File: src/inc/rcl_regs.svh
// constants of the reset configuration loader
`ifndef RCL_REGS_SVH
`define RCL_REGS_SVH
`define RCL_OPT_ADDR        24'hfffe0e
`define RCL_RATE_LSB        0
`define RCL_RATE_MSB        2
`define RCL_WIN_BIT         3
`define RCL_RATE_RST        3'h0
`define RCL_WIN_RST         1'b0
`define RCL_RAM_INIT_WORDS  16'h0100
`define RCL_LOAD_WORDS      4'h4
`define RCL_RD_TIMEOUT      8'hff
`endif

File: src/inc/rcl_pkg.sv
// types of the reset configuration loader
package rcl_pkg;
   typedef enum logic [2:0] {
      RCL_IDLE,
      RCL_ABORT,
      RCL_LOAD,
      RCL_WAIT,
      RCL_RAMINIT,
      RCL_RUN
   } rcl_state_e;
   typedef enum logic [1:0] {
      RCL_RST_POR,
      RCL_RST_LVR,
      RCL_RST_WARM
   } rcl_rst_e;
endpackage

File: src/rcl_sync2.sv
// two flop synchroniser
`timescale 1ns/1ps
module rcl_sync2 (
   input  wire logic ref_clk_i,
   input  wire logic sys_rst_i,
   input  wire logic d_i,
   output logic      q_o
);
   logic meta_reg;
   always_ff @(posedge ref_clk_i) begin
      if (sys_rst_i) begin
         meta_reg <= 1'b0;
         q_o      <= 1'b0;
      end else begin
         meta_reg <= d_i;
         q_o      <= meta_reg;
      end
   end
endmodule

File: src/rcl_counter.sv
// loadable down counter with zero flag
`timescale 1ns/1ps
module rcl_counter #(
   parameter int W = 16
) (
   input  wire logic         ref_clk_i,
   input  wire logic         sys_rst_i,
   input  wire logic         load_i,
   input  wire logic [W-1:0] value_i,
   input  wire logic         dec_i,
   output logic [W-1:0]      count_o,
   output logic              zero_o
);
   always_ff @(posedge ref_clk_i) begin
      if (sys_rst_i) begin
         count_o <= '0;
      end else if (load_i) begin
         count_o <= value_i;
      end else if (dec_i && count_o != '0) begin
         count_o <= count_o - W'(1);
      end
   end
   assign zero_o = (count_o == '0);
endmodule

File: src/rcl_loader.sv
// reset configuration loader: cpu stall, flash option load, ram init
`timescale 1ns/1ps
`include "rcl_regs.svh"
module rcl_loader
   import rcl_pkg::*;
(
   input  wire logic        ref_clk_i,
   input  wire logic        sys_rst_i,
   input  wire logic        por_flag_i,
   input  wire logic        lvr_flag_i,
   input  wire logic        flash_cmd_busy_i,
   input  wire logic        nv_rd_valid_i,
   input  wire logic [7:0]  nv_rd_data_i,
   input  wire logic        nv_dbl_fault_i,
   input  wire logic        ram_init_ack_i,
   output logic             cpu_stall_o,
   output logic             flash_cmd_abort_o,
   output logic             nv_rd_req_o,
   output logic [23:0]      nv_rd_addr_o,
   output logic [2:0]       wdog_rate_sel_o,
   output logic             wdog_window_mode_o,
   output logic             flash_protect_o,
   output logic             flash_secure_o,
   output logic             sysram_init_o,
   output logic             sysram_clear_o,
   output logic             other_ram_init_o,
   output logic             rtc_clear_o,
   output logic             ctrl_init_o
);
   // ****************************************************
   // state
   // ****************************************************
   typedef struct packed {
      rcl_state_e  state;
      rcl_rst_e    rst_kind;
      logic        cpu_stall;
      logic        abort;
      logic        rd_req;
      logic [23:0] rd_addr;
      logic [3:0]  words_left;
      logic [2:0]  rate;
      logic        win;
      logic        wd_done;
      logic        protect;
      logic        secure;
      logic        ram_init;
      logic        ram_clear;
      logic        rtc_clear;
      logic        ctrl_init;
      logic        settle;
   } rcl_loader_s;

   rcl_loader_s st_reg;
   rcl_loader_s st_next;

   logic        busy_s;
   logic        ack_s;
   logic        tmo_load;
   logic        tmo_zero;

   rcl_sync2 u_busy_sync (
      .ref_clk_i (ref_clk_i),
      .sys_rst_i (sys_rst_i),
      .d_i       (flash_cmd_busy_i),
      .q_o       (busy_s)
   );
   rcl_sync2 u_ack_sync (
      .ref_clk_i (ref_clk_i),
      .sys_rst_i (sys_rst_i),
      .d_i       (ram_init_ack_i),
      .q_o       (ack_s)
   );
   rcl_counter #(.W(8)) u_tmo (
      .ref_clk_i (ref_clk_i),
      .sys_rst_i (sys_rst_i),
      .load_i    (tmo_load),
      .value_i   (`RCL_RD_TIMEOUT),
      .dec_i     (st_reg.state == RCL_WAIT),
      .count_o   (),
      .zero_o    (tmo_zero)
   );

   // ****************************************************
   // next state
   // ****************************************************
   always_comb begin
      st_next   = st_reg;
      tmo_load  = 1'b0;
      st_next.ctrl_init = 1'b0;
      st_next.rtc_clear = 1'b0;
      st_next.abort     = 1'b0;
      case (st_reg.state)
         RCL_IDLE: begin
            st_next.cpu_stall = 1'b1;
            st_next.ctrl_init = 1'b1;
            st_next.rtc_clear = por_flag_i;
            st_next.rst_kind  = por_flag_i ? RCL_RST_POR :
                                (lvr_flag_i ? RCL_RST_LVR : RCL_RST_WARM);
            st_next.settle    = 1'b1;
            st_next.abort     = 1'b1;
            st_next.wd_done   = 1'b0;
            st_next.protect   = 1'b0;
            st_next.secure    = 1'b0;
            st_next.words_left = `RCL_LOAD_WORDS;
            st_next.rd_addr   = `RCL_OPT_ADDR;
            st_next.state     = RCL_ABORT;
         end
         RCL_ABORT: begin
            if (st_reg.settle) begin
               // busy synchroniser still shows its reset value
               st_next.settle = 1'b0;
               st_next.abort  = 1'b1;
            end else begin
               st_next.abort = busy_s;
               if (!busy_s) begin
                  st_next.state  = RCL_LOAD;
                  st_next.rd_req = 1'b1;
                  tmo_load       = 1'b1;
               end
            end
         end
         RCL_LOAD: begin
            st_next.rd_req = 1'b0;
            st_next.state  = RCL_WAIT;
         end
         RCL_WAIT: begin
            if (nv_rd_valid_i || tmo_zero) begin
               if (nv_dbl_fault_i || !nv_rd_valid_i) begin
                  st_next.protect = 1'b1;
                  st_next.secure  = 1'b1;
               end
               if (nv_rd_valid_i && st_reg.rd_addr == `RCL_OPT_ADDR && !st_reg.wd_done) begin
                  st_next.rate = ~nv_rd_data_i[`RCL_RATE_MSB:`RCL_RATE_LSB];
                  st_next.win = ~nv_rd_data_i[`RCL_WIN_BIT];
                  st_next.wd_done = 1'b1;
               end
               st_next.words_left = st_reg.words_left - 4'h1;
               st_next.rd_addr    = st_reg.rd_addr + 24'h000001;
               if (st_reg.words_left == 4'h1) begin
                  if (st_reg.rst_kind == RCL_RST_WARM) begin
                     st_next.state = RCL_RUN;
                  end else begin
                     st_next.ram_init  = (st_reg.rst_kind == RCL_RST_POR);
                     st_next.ram_clear = 1'b1;
                     st_next.state     = RCL_RAMINIT;
                  end
               end else begin
                  st_next.rd_req = 1'b1;
                  tmo_load       = 1'b1;
                  st_next.state  = RCL_LOAD;
               end
            end
         end
         RCL_RAMINIT: begin
            if (ack_s) begin
               st_next.ram_init  = 1'b0;
               st_next.ram_clear = 1'b0;
               st_next.state     = RCL_RUN;
            end
         end
         RCL_RUN: begin
            st_next.cpu_stall = 1'b0;
         end
         default: st_next.state = RCL_IDLE;
      endcase
   end

   // ****************************************************
   // registers
   // ****************************************************
   always_ff @(posedge ref_clk_i) begin
      if (sys_rst_i) begin
         st_reg           <= '0;
         st_reg.state     <= RCL_IDLE;
         st_reg.rst_kind  <= RCL_RST_WARM;
         st_reg.cpu_stall <= 1'b1;
         st_reg.rate      <= `RCL_RATE_RST;
         st_reg.win       <= `RCL_WIN_RST;
         st_reg.abort     <= 1'b1;
      end else begin
         st_reg <= st_next;
      end
   end

   assign cpu_stall_o        = st_reg.cpu_stall;
   assign flash_cmd_abort_o  = st_reg.abort;
   assign nv_rd_req_o        = st_reg.rd_req;
   assign nv_rd_addr_o       = st_reg.rd_addr;
   assign wdog_rate_sel_o    = st_reg.rate;
   assign wdog_window_mode_o = st_reg.win;
   assign flash_protect_o    = st_reg.protect;
   assign flash_secure_o     = st_reg.secure;
   assign sysram_init_o      = st_reg.ram_init;
   assign sysram_clear_o     = st_reg.ram_clear;
   assign other_ram_init_o   = 1'b0;
   assign rtc_clear_o        = st_reg.rtc_clear;
   assign ctrl_init_o        = st_reg.ctrl_init;
endmodule

File: config.mk
export PLATFORM = sky130hd
export DESIGN_NAME = rcl_loader
export DESIGN_NICKNAME = d
export VERILOG_FILES = /design/src/inc/rcl_pkg.sv /design/src/rcl_sync2.sv /design/src/rcl_counter.sv /design/src/rcl_loader.sv
export VERILOG_INCLUDE_DIRS = /design/src /design/src/inc
export SDC_FILE = /design/constraint.sdc
export NUM_CORES = 1
export LEC_CHECK = 0
export ABC_CLOCK_PERIOD_IN_PS = 6200
export BUFFER_PORTS_ARGS = -buffer_cell sky130_fd_sc_hd__clkbuf_2
export CORE_UTILIZATION = 45
export DETAILED_ROUTE_END_ITERATION = 12
export PLACE_DENSITY = 0.76
export SETUP_SLACK_MARGIN = 0.1
export SYNTH_ARGS = -nofsm -noshare
export SYNTH_HDL_FRONTEND = slang
export SYNTH_SLANG_ARGS = --single-unit
File: constraint.sdc
create_clock -name ref_clk_i -period 6.2 [get_ports ref_clk_i]
set_input_delay 0.31 -clock ref_clk_i [delete_from_list [all_inputs] [get_ports ref_clk_i]]
set_output_delay 0.31 -clock ref_clk_i [all_outputs]
set_load 0.05 [all_outputs]
# Yosys cells after proc, flatten, opt, wreduce, memory -nomap -nowiden
# Index checks and enable logic that the tools add are counted.
[word_totals]
mem_bits_rw = 0
mem_bits_ro = 0
n_memories = 0
latch_bits = 0
inputBits = 16
output_inout_bits = 38
reg_bits = 60
[op_classes]
n_shift = 0
eq_ne = 17
reduce_logical = 25
n_mul = 0
muxes = 34
add_sub_neg = 3
div_mod_pow = 0
magnitude_cmp = 0
n_bitwise = 4
[ops]
columns = ["op", "n"]
rows = [
  ["case mux 28 bit (2 select lines)", 1],
  ["2-to-1 mux 38 bit", 1],
  ["adder 24 x 1 -> 24 bit, second input constant", 1],
  ["equality test 24 bit, second input constant", 1],
  ["case mux 3 bit (6 select lines)", 1],
  ["2-to-1 mux 8 bit", 2],
  ["!= test 2 bit, second input constant", 8],
  ["2-to-1 mux 3 bit", 5],
  ["AND reduction 5 bit", 3],
  ["2-to-1 mux 2 bit", 6],
  ["2-to-1 mux 1 bit", 10],
  ["nonzero test 2 bit", 5],
  ["AND reduction 3 bit", 3],
  ["zero test 8 bit", 1],
  ["case mux 1 bit (2 select lines)", 4],
  ["nonzero test 8 bit", 1],
  ["subtractor 8 x 1 -> 8 bit, second input constant", 1],
  ["equality test 3 x 2 -> 1 bit, second input constant", 2],
  ["equality test 3 bit, second input constant", 2],
  ["case mux 3 bit (2 select lines)", 1],
  ["2-to-1 mux 5 bit", 1],
  ["equality test 4 x 1 -> 1 bit, second input constant", 1],
  ["case mux 2 bit (2 select lines)", 1],
  ["subtractor 4 x 1 -> 4 bit, second input constant", 1],
  ["other kinds (14)", 20],
]

# Depth between registers and ports, before layout
# Gate-level depths: netlist of run 1.
[logic_depth]
word_depth = 6
ltp_mapped = 8
ltp_nobuf = 7

# Cells and area by module
# From an unflattened synthesis of run 1, not the netlist that was laid out.
[unflattened]
cells_unflattened = 399
area_unflattened_um2 = 3303.2
[by_module_without_submodules]
columns = ["mod", "seq_area_each_um2", "area_per_inst_um2", "instances", "cells_per_inst"]
rows = [
  ["rcl_loader", 940.9, 2682.6, 1, 332],
  ["rcl_counter", 160.2, 515.5, 1, 59],
  ["rcl_sync2", 40.0, 52.6, 2, 4],
]

# Worst setup path before layout of run 1
# OpenSTA, ideal clock, no wires.
[synth_timing]
kind = "reg2reg"
startpoint = "register u_tmo.count_o[0]"
endpoint = "register st_reg, in the netlist nv_rd_addr_o[15]"
stages_incl_launch_ff = 9
synth_period_minus_slack_ps = 2192
path_buffers = 1
required_ps = 6126
arrival_ps = 2118
slack_ps = 4008
cell_sequence = "dfxtp_1 inv_1 ha_1 nor3b_2 a21oi_2 or4_1 clkbuf_2 or4_1 a31oi_1"
[synth_via]
elab_chain_cells = 4
[synth_lines]
columns = ["item", "line", "rtl"]
rows = [
  ["from (decl)", "rcl_counter.sv:11", "output logic [W-1:0] count_o,"],
  ["from (signal assigned)", "rcl_counter.sv:18", "count_o <= value_i;"],
  ["from (signal assigned)", "rcl_counter.sv:20", "count_o <= count_o - W'(1);"],
  ["zero test 8 bit", "rcl_counter.sv:23", "assign zero_o = (count_o == '0);"],
  ["logical OR 1 bit", "rcl_loader.sv:127", "if (nv_rd_valid_i || tmo_zero) begin"],
  ["!= test 2 bit (no line)", "-", ""],
  ["AND reduction 2 bit (no line)", "-", ""],
  ["to (signal assigned)", "rcl_loader.sv:181", "st_reg <= st_next;"],
  ["to (decl)", "rcl_loader.sv:53", "rcl_loader_s st_reg;"],
]
# No other way between the ends.
# A chain may end at the register's enable or synchronous reset.

# Final worst setup path of run 1
[layout_timing]
startpoint = "register u_tmo.count_o[0]"
endpoint = "register u_tmo.count_o[2]"
[layout_via]
elab_chain_cells = 5
elab_cells_between_ends = 10
classes_between = "add/sub (1); mux (4); reduce/logical (5)"
[layout_lines]
columns = ["item"]
rows = [
  ["parallel branches: the longest is 5 deep, another holds subtractor 8 x 1 -> 8 bit"],
]
# Several ways; the timed one is not identified. The select of a mux whose other input is x is not followed.

==> results of run 1 <==
-- cells by family after synthesis --
family / count (synthesis) / synth area share [%]
mux: 9 / 3.05
flops: 59 / 39.4
fa+ha+maj: 6 / 2.51
simple gates: 129 / 23.8
xor+xnor: 12 / 3.51
compound gates: 77 / 16.6
other cells: 1 / 0.125
buf+inv: 58 / 10.9
-- layout make-up --
class / instances / area [sq um]
fillers: 611 / 3130
multi-input cells: 234 / 1490
flip-flops and latches: 59 / 1180
repair buffers: 50 / 255
clock buffers: 15 / 186
well taps: 77 / 96.3
inverters: 12 / 45.0
clock inverters: 1 / 5.00
-- routing by layer --
metal | vias to the layer above | track usage, %
met2 | 70 | 28.4
met3 | 16 | 5.34
met1 | 1193 | 24.3
met5 | - | 0
li1 | 1284 | -
met4 | 0 | 9.55
-- power by group through the flow --
stage	sequential, W	combinational [W]	clock, W
2_1_floorplan	0.000463	0.000195	0
3_3_place_gp	0.000462	0.000224	0
3_5_place_dp	0.000463	0.000228	0
4_1_cts	0.000455	0.000229	0.000340
5_1_grt	0.000462	0.000249	0.000358
6_report	0.000455	0.000228	0.000335
-- worst paths after layout --
kind	startpoint	endpoint	slack (ns)	cells past startpoint
min	ram_init_ack_i	u_ack_sync.meta_reg	0.18	2
max reg2reg	u_tmo.count_o[0]	u_tmo.count_o[2]	3.42	7
max	u_tmo.count_o[0]	u_tmo.count_o[2]	3.42	7
min reg2reg	u_ack_sync.meta_reg	u_ack_sync.q_o	0.44	1
-- per-stage QoR --
stage / cell area (sq um) / worst slack (ns) / instances / total power [W]
5_1_grt: 3260 / 3.18 / 448 / 0.00107
6_report: 3260 / 3.42 / 448 / 0.00102
3_5_place_dp: 3070 / 3.44 / 432 / 0.000691
4_1_cts: 3260 / 3.42 / 448 / 0.00102
3_3_place_gp: 3070 / 3.50 / 432 / 0.000685
2_1_floorplan: 3000 / 4.01 / 351 / 0.000658
-- Yosys cell counts (all sizes together), types with 2 or more instances --
cell type  count  area share (%)
dfxtp         59              39
a21oi         30             5.1
buf           30             7.4
nor2          29             3.6
nand2         19             2.4
nor3          17             2.8
clkbuf        16             2.0
inv           12             1.5
a211oi         9             2.3
nand4          9             1.9
xnor2          9             2.6
a311oi         8             2.3
and3           8             1.7
mux2i          8             2.7
o21ai          8             1.3
nand3          7             1.2
ha             6             2.5
or3            6             1.3
a31oi          5             1.0
nor2b          5             1.0
nor4           5             1.8
nand2b         4            0.83
or4            4             1.0
a21o           3            0.75
a22oi          3            0.75
nand3b         3            0.75
nor3b          3            0.92
xor2           3            0.88
a32oi          2            0.58
and2           2            0.42
and4           2            0.58
nand4b         2            0.58
o211ai         2            0.50
o31ai          2            0.50
-- worst max-delay path, cell delays in order (launching register included) --
cell	delay [ns]
dfxtp_1	0.37
inv_1	0.08
ha_1	0.21
nor3b_2	0.19
a21oi_2	0.58
nor2_1	0.42
a32oi_1	0.64
a21oi_1	0.15
==> key figures, run 1 <==
Status
  – Status: finished, final reports clean

Clock tree
  – Resize count post-CTS: 0
  – Sink Count: 59
  – Clk_lat worst skew: 0.34 ns
  – Htree depth: 3
  – Clock transition at path regs: 0.06 ns
  – Root buf cell: clkbuf_8
  – Post-CTS Setup Bufs: 0
  – Clock tree buffer depth: 2
  – CTS tree: done
  – CTS buffer count: 9
  – Cts-stage hold buffer count: 0

Route
  – Via/cell ratio: 5.72
  – Met3 WL: 332 um
  – 1st-iter DRT viols: 256
  – Met1 WL: 2.99 mm
  – Total Wirelength: 6.35 mm
  – Routed length per placed instance: 14.2 um
  – WL met2: 2.89 mm
  – DR vias: 2563
  – DRT Pass-1 Iters: 4
  – Number of remaining DRC errors: 0
  – Antenna viol nets, final: 0
  – Max Used Layer: met4

Floorplanning
  – Die ar.: 0.00699 sq mm
  – I/O pins: 54
  – Die X-Extent: 83.6 um
  – Core Box Area: 0.00639 sq mm
  – Die Ht: 83.6 um
  – Core Rows: 29
  – Initial Util: 46.9%

Setup path
  – WP data arrival: 2.97 ns
  – Crit-path max FO: 15
  – Crit path required time: 6.39 ns
  – Crit path kind: flop to flop
  – CP startpoint kind: flop
  – Worst setup EP type: flop

Logic synthesis
  – Yosys reg bits: 59
  – Post-synth top flop: dfxtp_1
  – Yosys warns: 0
  – Synth Area per Inst: 8.54 sq um
  – Syn Nets: 373
  – Synth cell types: 51
  – Post-synthesis sequential area ratio: 39.4%
  – Post-synth ARST share: 0%
  – Number of flops mapped to enable cells by yosys: 0
  – Cells after synthesis: 351
  – Post-Synthesis Cell Area: 0.00300 sq mm

Pwr
  – Sw Share: 34.0%
  – Maximum VDD drop: 0.167 mV
  – PwrDens: 313 mW/mm^2
  – Clock share of power: 32.9%
  – Combinational share of power: 22.4%
  – Reg power frac: 44.7%
  – LEAKAGE: 1.27 nW
  – Int Pwr: 0.000673 W
  – Switch Pwr: 0.000346 W

Global routing
  – Gr usage total: 18.8%
  – Initial antenna violation count: 0
  – First-pass GRT wire length: 10.6 mm
  – Number of global-route vias before repair: 2366
  – Gr ovfl total: 0
  – Largest net degree at the start of global routing: 60

Timing
  – Final Hold Vio Count: 0
  – Hold_ws: 0.177 ns
  – Tcrit/Tclk final: 44.8%
  – Minimum clock period: 2.78 ns
  – Clk_skew: 0.00397 ns
  – RSZ-0062 raised after global routing: no
  – Worst-margin pin slew: 0.957 ns
  – Max Fclk: 360 MHz
  – Setup TNS: 0 ns
  – Rel. slew slack: 36.0%
  – Slew Limit Fails: 0
  – Final setup viols: 0

Place
  – Port Buf Inserts: 48
  – Dpl hpwl: 4.31 mm
  – Placer Congestion: 0.842

Cells and area
  – Layout overhead on the synthesized area: 8.68%
  – Final nets: 388
  – Commonest cells after routing, fill and taps aside: 59 x dfxtp_1, 48 x clkbuf_2, 29 x nor2_1, 29 x a21oi_1, 19 x nand2_1
  – Number of diodes: 0
  – Core Util, Final: 51.0%
  – Largest register FFs: 24
  – Commonest non-fill, non-tap cell in the layout: dfxtp_1
  – Layout cell share with drive strength beyond 1: 18.9%

Min path
  – Hold Path Class: input port to flop

Run
  – Max-cap violations: 0
(Power assumes the default switching activity.)
==> run 2: changes to the inputs <==
--- a/config.mk
+++ b/config.mk
@@ -6,11 +6,12 @@
 export SDC_FILE = /design/constraint.sdc
 export NUM_CORES = 1
 export LEC_CHECK = 0
-export ABC_CLOCK_PERIOD_IN_PS = 6200
+export ABC_AREA = 1
+export ABC_CLOCK_PERIOD_IN_PS = 2400
 export BUFFER_PORTS_ARGS = -buffer_cell sky130_fd_sc_hd__clkbuf_2
 export CORE_UTILIZATION = 45
 export DETAILED_ROUTE_END_ITERATION = 12
-export PLACE_DENSITY = 0.76
+export PLACE_DENSITY = 0.77
 export SETUP_SLACK_MARGIN = 0.1
 export SYNTH_ARGS = -nofsm -noshare
 export SYNTH_HDL_FRONTEND = slang
==> constraint.sdc (replaced) <==
create_clock -name ref_clk_i -period 2.4 [get_ports ref_clk_i]
set_input_delay 0.12 -clock ref_clk_i [delete_from_list [all_inputs] [get_ports ref_clk_i]]
set_output_delay 0.12 -clock ref_clk_i [all_outputs]
set_load 0.05 [all_outputs]
==> key figures, run 2 <==
Cells and area
  – Largest register FFs: 24 (unchanged)
  – Number of diodes: 0 (unchanged)
  – Layout cell share with drive strength beyond 1: 16.3% (-2.6 points)
  – Commonest non-fill, non-tap cell in the layout: nand2_1
  – Final nets: 576 (+48%)
  – Layout overhead on the synthesized area: 7.95%
  – Commonest cells after routing, fill and taps aside: 133 x nand2_1, 73 x inv_1, 60 x nor2_1

Timing
  – Clk_skew: 0.00759 ns (+0.00362 ns)
  – Setup TNS: 0 ns (unchanged)
  – Minimum clock period: 1.85 ns (-0.928 ns)
  – Max Fclk: 541 MHz (+50%)
  – Final setup viols: 0 (unchanged)
  – Slew Limit Fails: 0 (unchanged)
  – Worst-margin pin slew: 0.589 ns (-0.368 ns)
  – Final Hold Vio Count: 0 (unchanged)
  – Tcrit/Tclk final: 77.0% (+32 points)
  – RSZ-0062 raised after global routing: no
  – Rel. slew slack: 60.4% (+24 points)
  – Setup ws final: 0.551 ns (-2.87 ns)

Setup path
  – CP Cell Sequence: inv_1, ha_1, nand2_1, inv_1, nand2_2, nand2_2, nand2_4, nand2_4, inv_2, nand2_1, a21oi_1
  – Crit path required time: 2.65 ns (-3.74 ns)
  – Worst setup EP type: flop
  – Critical-path top delay cell: dfxtp_1
  – CP startpoint kind: flop
  – Slowest stage delay, CP: 0.35 ns (-0.29 ns)
  – WP data arrival: 2.10 ns (-0.87 ns)
  – Crit-path max FO: 17 (+2)
  – Crit path kind: flop to flop

Logic synthesis
  – Post-synth top area cell: dfxtp_1
  – Synth cell types: 36 (-29%)
  – Most numerous cell in the Yosys netlist: nand2_1
  – Mux contribution to synthesized area: 0% (-3.0 points)
  – Post-synthesis sequential area ratio: 33.5% (-5.9 points)
  – Yosys reg bits: 59 (unchanged)
  – Syn Nets: 552 (+48%)
  – Post-synth ARST share: 0% (unchanged)
  – Xor/xnor cell area share of the yosys netlist: 1.49% (-2.0 points)
  – Post-synth top area share: 33.5% (-5.9 points)
  – Cells after synthesis: 530 (+51%)
  – Synth area leaders: dfxtp_1 34%, nand2_1 14%, inv_1 7.8%
  – Yosys warns: 0 (unchanged)
  – Synth Area per Inst: 6.65 sq um (-22%)
  – Compound-Gate Fraction of Synth Area: 10.7% (-5.9 points)
  – Synth top cells by count: 133 x nand2_1, 73 x inv_1, 60 x nor2_1
  – Main combinational cell family by area after synthesis: simple AND/OR/NAND/NOR gates
  – Number of flops mapped to enable cells by yosys: 0 (unchanged)
  – Post-Synthesis Cell Area: 0.00352 sq mm (+18%)
  – Simple-gate area share of the yosys netlist: 35.0% (+11 points)
  – Synth Area in Adders: 2.13% (-0.37 points)
  – Post-synth top flop: dfxtp_1

Status
  – Status: finished, final reports clean

Floorplanning
  – Die ar.: 0.00819 sq mm (+17%)
  – Die X-Extent: 90.5 um (+8.2%)
  – I/O pins: 54 (unchanged)
  – Die Ht: 90.5 um (+8.2%)
  – Initial Util: 47.6% (+0.64 points)
  – Core Rows: 31 (+6.9%)
  – Core Box Area: 0.00741 sq mm (+16%)

Min path
  – Hold Path Class: input port to flop

Global routing
  – Number of global-route vias before repair: 2881 (+22%)
  – First-pass GRT wire length: 13.5 mm (+27%)
  – Initial antenna violation count: 0 (unchanged)
  – Gr ovfl total: 0 (unchanged)
  – Largest net degree at the start of global routing: 32 (-47%)
  – Gr usage total: 20.6% (+1.9 points)

Run
  – Max-cap violations: 0 (unchanged)

Route
  – 1st-iter DRT viols: 166 (-35%)
  – Number of remaining DRC errors: 0 (unchanged)
  – Routed length per placed instance: 12.1 um (-14%)
  – DR vias: 3270 (+28%)
  – Antenna viol nets, final: 0 (unchanged)
  – Via/cell ratio: 4.97 (-13%)
  – DRT Pass-1 Iters: 4 (unchanged)
  – Total Wirelength: 7.98 mm (+26%)

Pwr
  – Int Pwr: 0.00184 W (+170%)
  – Combinational share of power: 29.3% (+6.9 points)
  – PwrDens: 782 mW/mm^2 (+150%)
  – Switch Pwr: 0.00113 W (+230%)
  – Clock share of power: 29.7% (-3.2 points)
  – Sw Share: 38.1% (+4.1 points)
  – Reg power frac: 41.1% (-3.6 points)
  – Maximum VDD drop: 0.221 mV (+32%)
  – LEAKAGE: 1.86 nW (+47%)

Clock tree
  – Sink Count: 59 (unchanged)
  – Htree depth: 3 (unchanged)
  – Clock transition at path regs: 0.07 ns (about the same)
  – Clock tree buffer depth: 2 (unchanged)
  – CTS tree: done
  – Post-CTS Setup Bufs: 0 (unchanged)
  – Clk_lat worst skew: 0.34 ns (about the same)
  – Root buf cell: clkbuf_8
  – CTS buffer count: 9 (unchanged)

Place
  – Port Buf Inserts: 48 (unchanged)
  – Dpl hpwl: 5.95 mm (+38%)
  – Dpl ws: 0.579 ns (-2.86 ns)
  – Placer Congestion: 0.897 (+6.5%)
[run 2: changes by cell type after synthesis, moves of 9 or more]
| cell | previous run | this run |
|---|---|---|
| nand2_1 | 19 | 133 |
| inv_1 | 12 | 73 |
| nor2_1 | 29 | 60 |
| nand3_1 | 7 | 34 |
| o21ai_0 | 8 | 25 |
| clkbuf_1 | 15 | 3 |
| nor3_1 | 17 | 6 |
| a211oi_1 | 9 | 0 |
[run 2: worst paths after layout]
path / from / to / slack (ns) / cells past startpoint
setup / recovery: u_tmo.count_o[0] / nv_rd_addr_o[5] / 0.55 / 11
hold / removal: por_flag_i / rtc_clear_o / 0.03 / 3
setup reg to reg: u_tmo.count_o[0] / nv_rd_addr_o[5] / 0.55 / 11
hold reg to reg: u_ack_sync.meta_reg / u_ack_sync.q_o / 0.40 / 2
[run 2: power by group through the flow]
stage,Sequential (W),Combinational [W],Clock (W)
6_report,0.00122,0.000871,0.000882
5_1_grt,0.00124,0.000963,0.000949
4_1_cts,0.00122,0.000874,0.000903
3_5_place_dp,0.00124,0.000868,0
3_3_place_gp,0.00123,0.000849,0
2_1_floorplan,0.00125,0.000750,0
[run 2: logic make-up after synthesis]
family | after synthesis
other | 1
buffers and inverters | 117
adders and majority gates | 6
AOI/OAI and AO/OA | 71
xor gates and xnor gates | 6
DFF | 59
and+or+nand+nor | 270
[run 2: critical path, delay by kind of cell, from the launching register on]
family,cells,cell delay (ns)
compound gates,1,0.14
fa+ha+maj,1,0.20
buf+inv,3,0.29
flops,1,0.35
simple gates,6,0.77
[run 2: stage by stage]
step	hold WS (ns)	std cells	total power, W	utilization (%)	area, sq um
6_report	0.0322	658	0.00297	51.3	3800
5_1_grt	0.0476	658	0.00315	51.3	3800
4_1_cts	0.0175	658	0.00300	51.3	3800
3_5_place_dp	0.318	640	0.00211	48.5	3600
3_3_place_gp	0.325	640	0.00208	48.5	3600
2_1_floorplan	0.205	530	0.00200	-	3520
[run 2: final cells by class]
class	instances	area, sq um
fill	764	3600
multi-input combinational	354	1740
sequential	59	1180
inverter	79	302
timing repair buffer	51	268
clock buffer	14	153
tap	99	124
clock inverter	2	35.0
[run 2: repair_timing]
action	4_1_cts	5_1_grt
hold buffers	2	0
resized for setup	0	0
hold endpoints to repair	2	0
setup endpoints to repair	0	0
[run 2: layer usage]
layer	GRT usage, %	wire, um	vias up
met5	0	0	-
met4	8.47	139	0
met3	3.87	445	13
met2	32.6	3570	95
met1	27.4	3820	1468
li1	-	-	1694
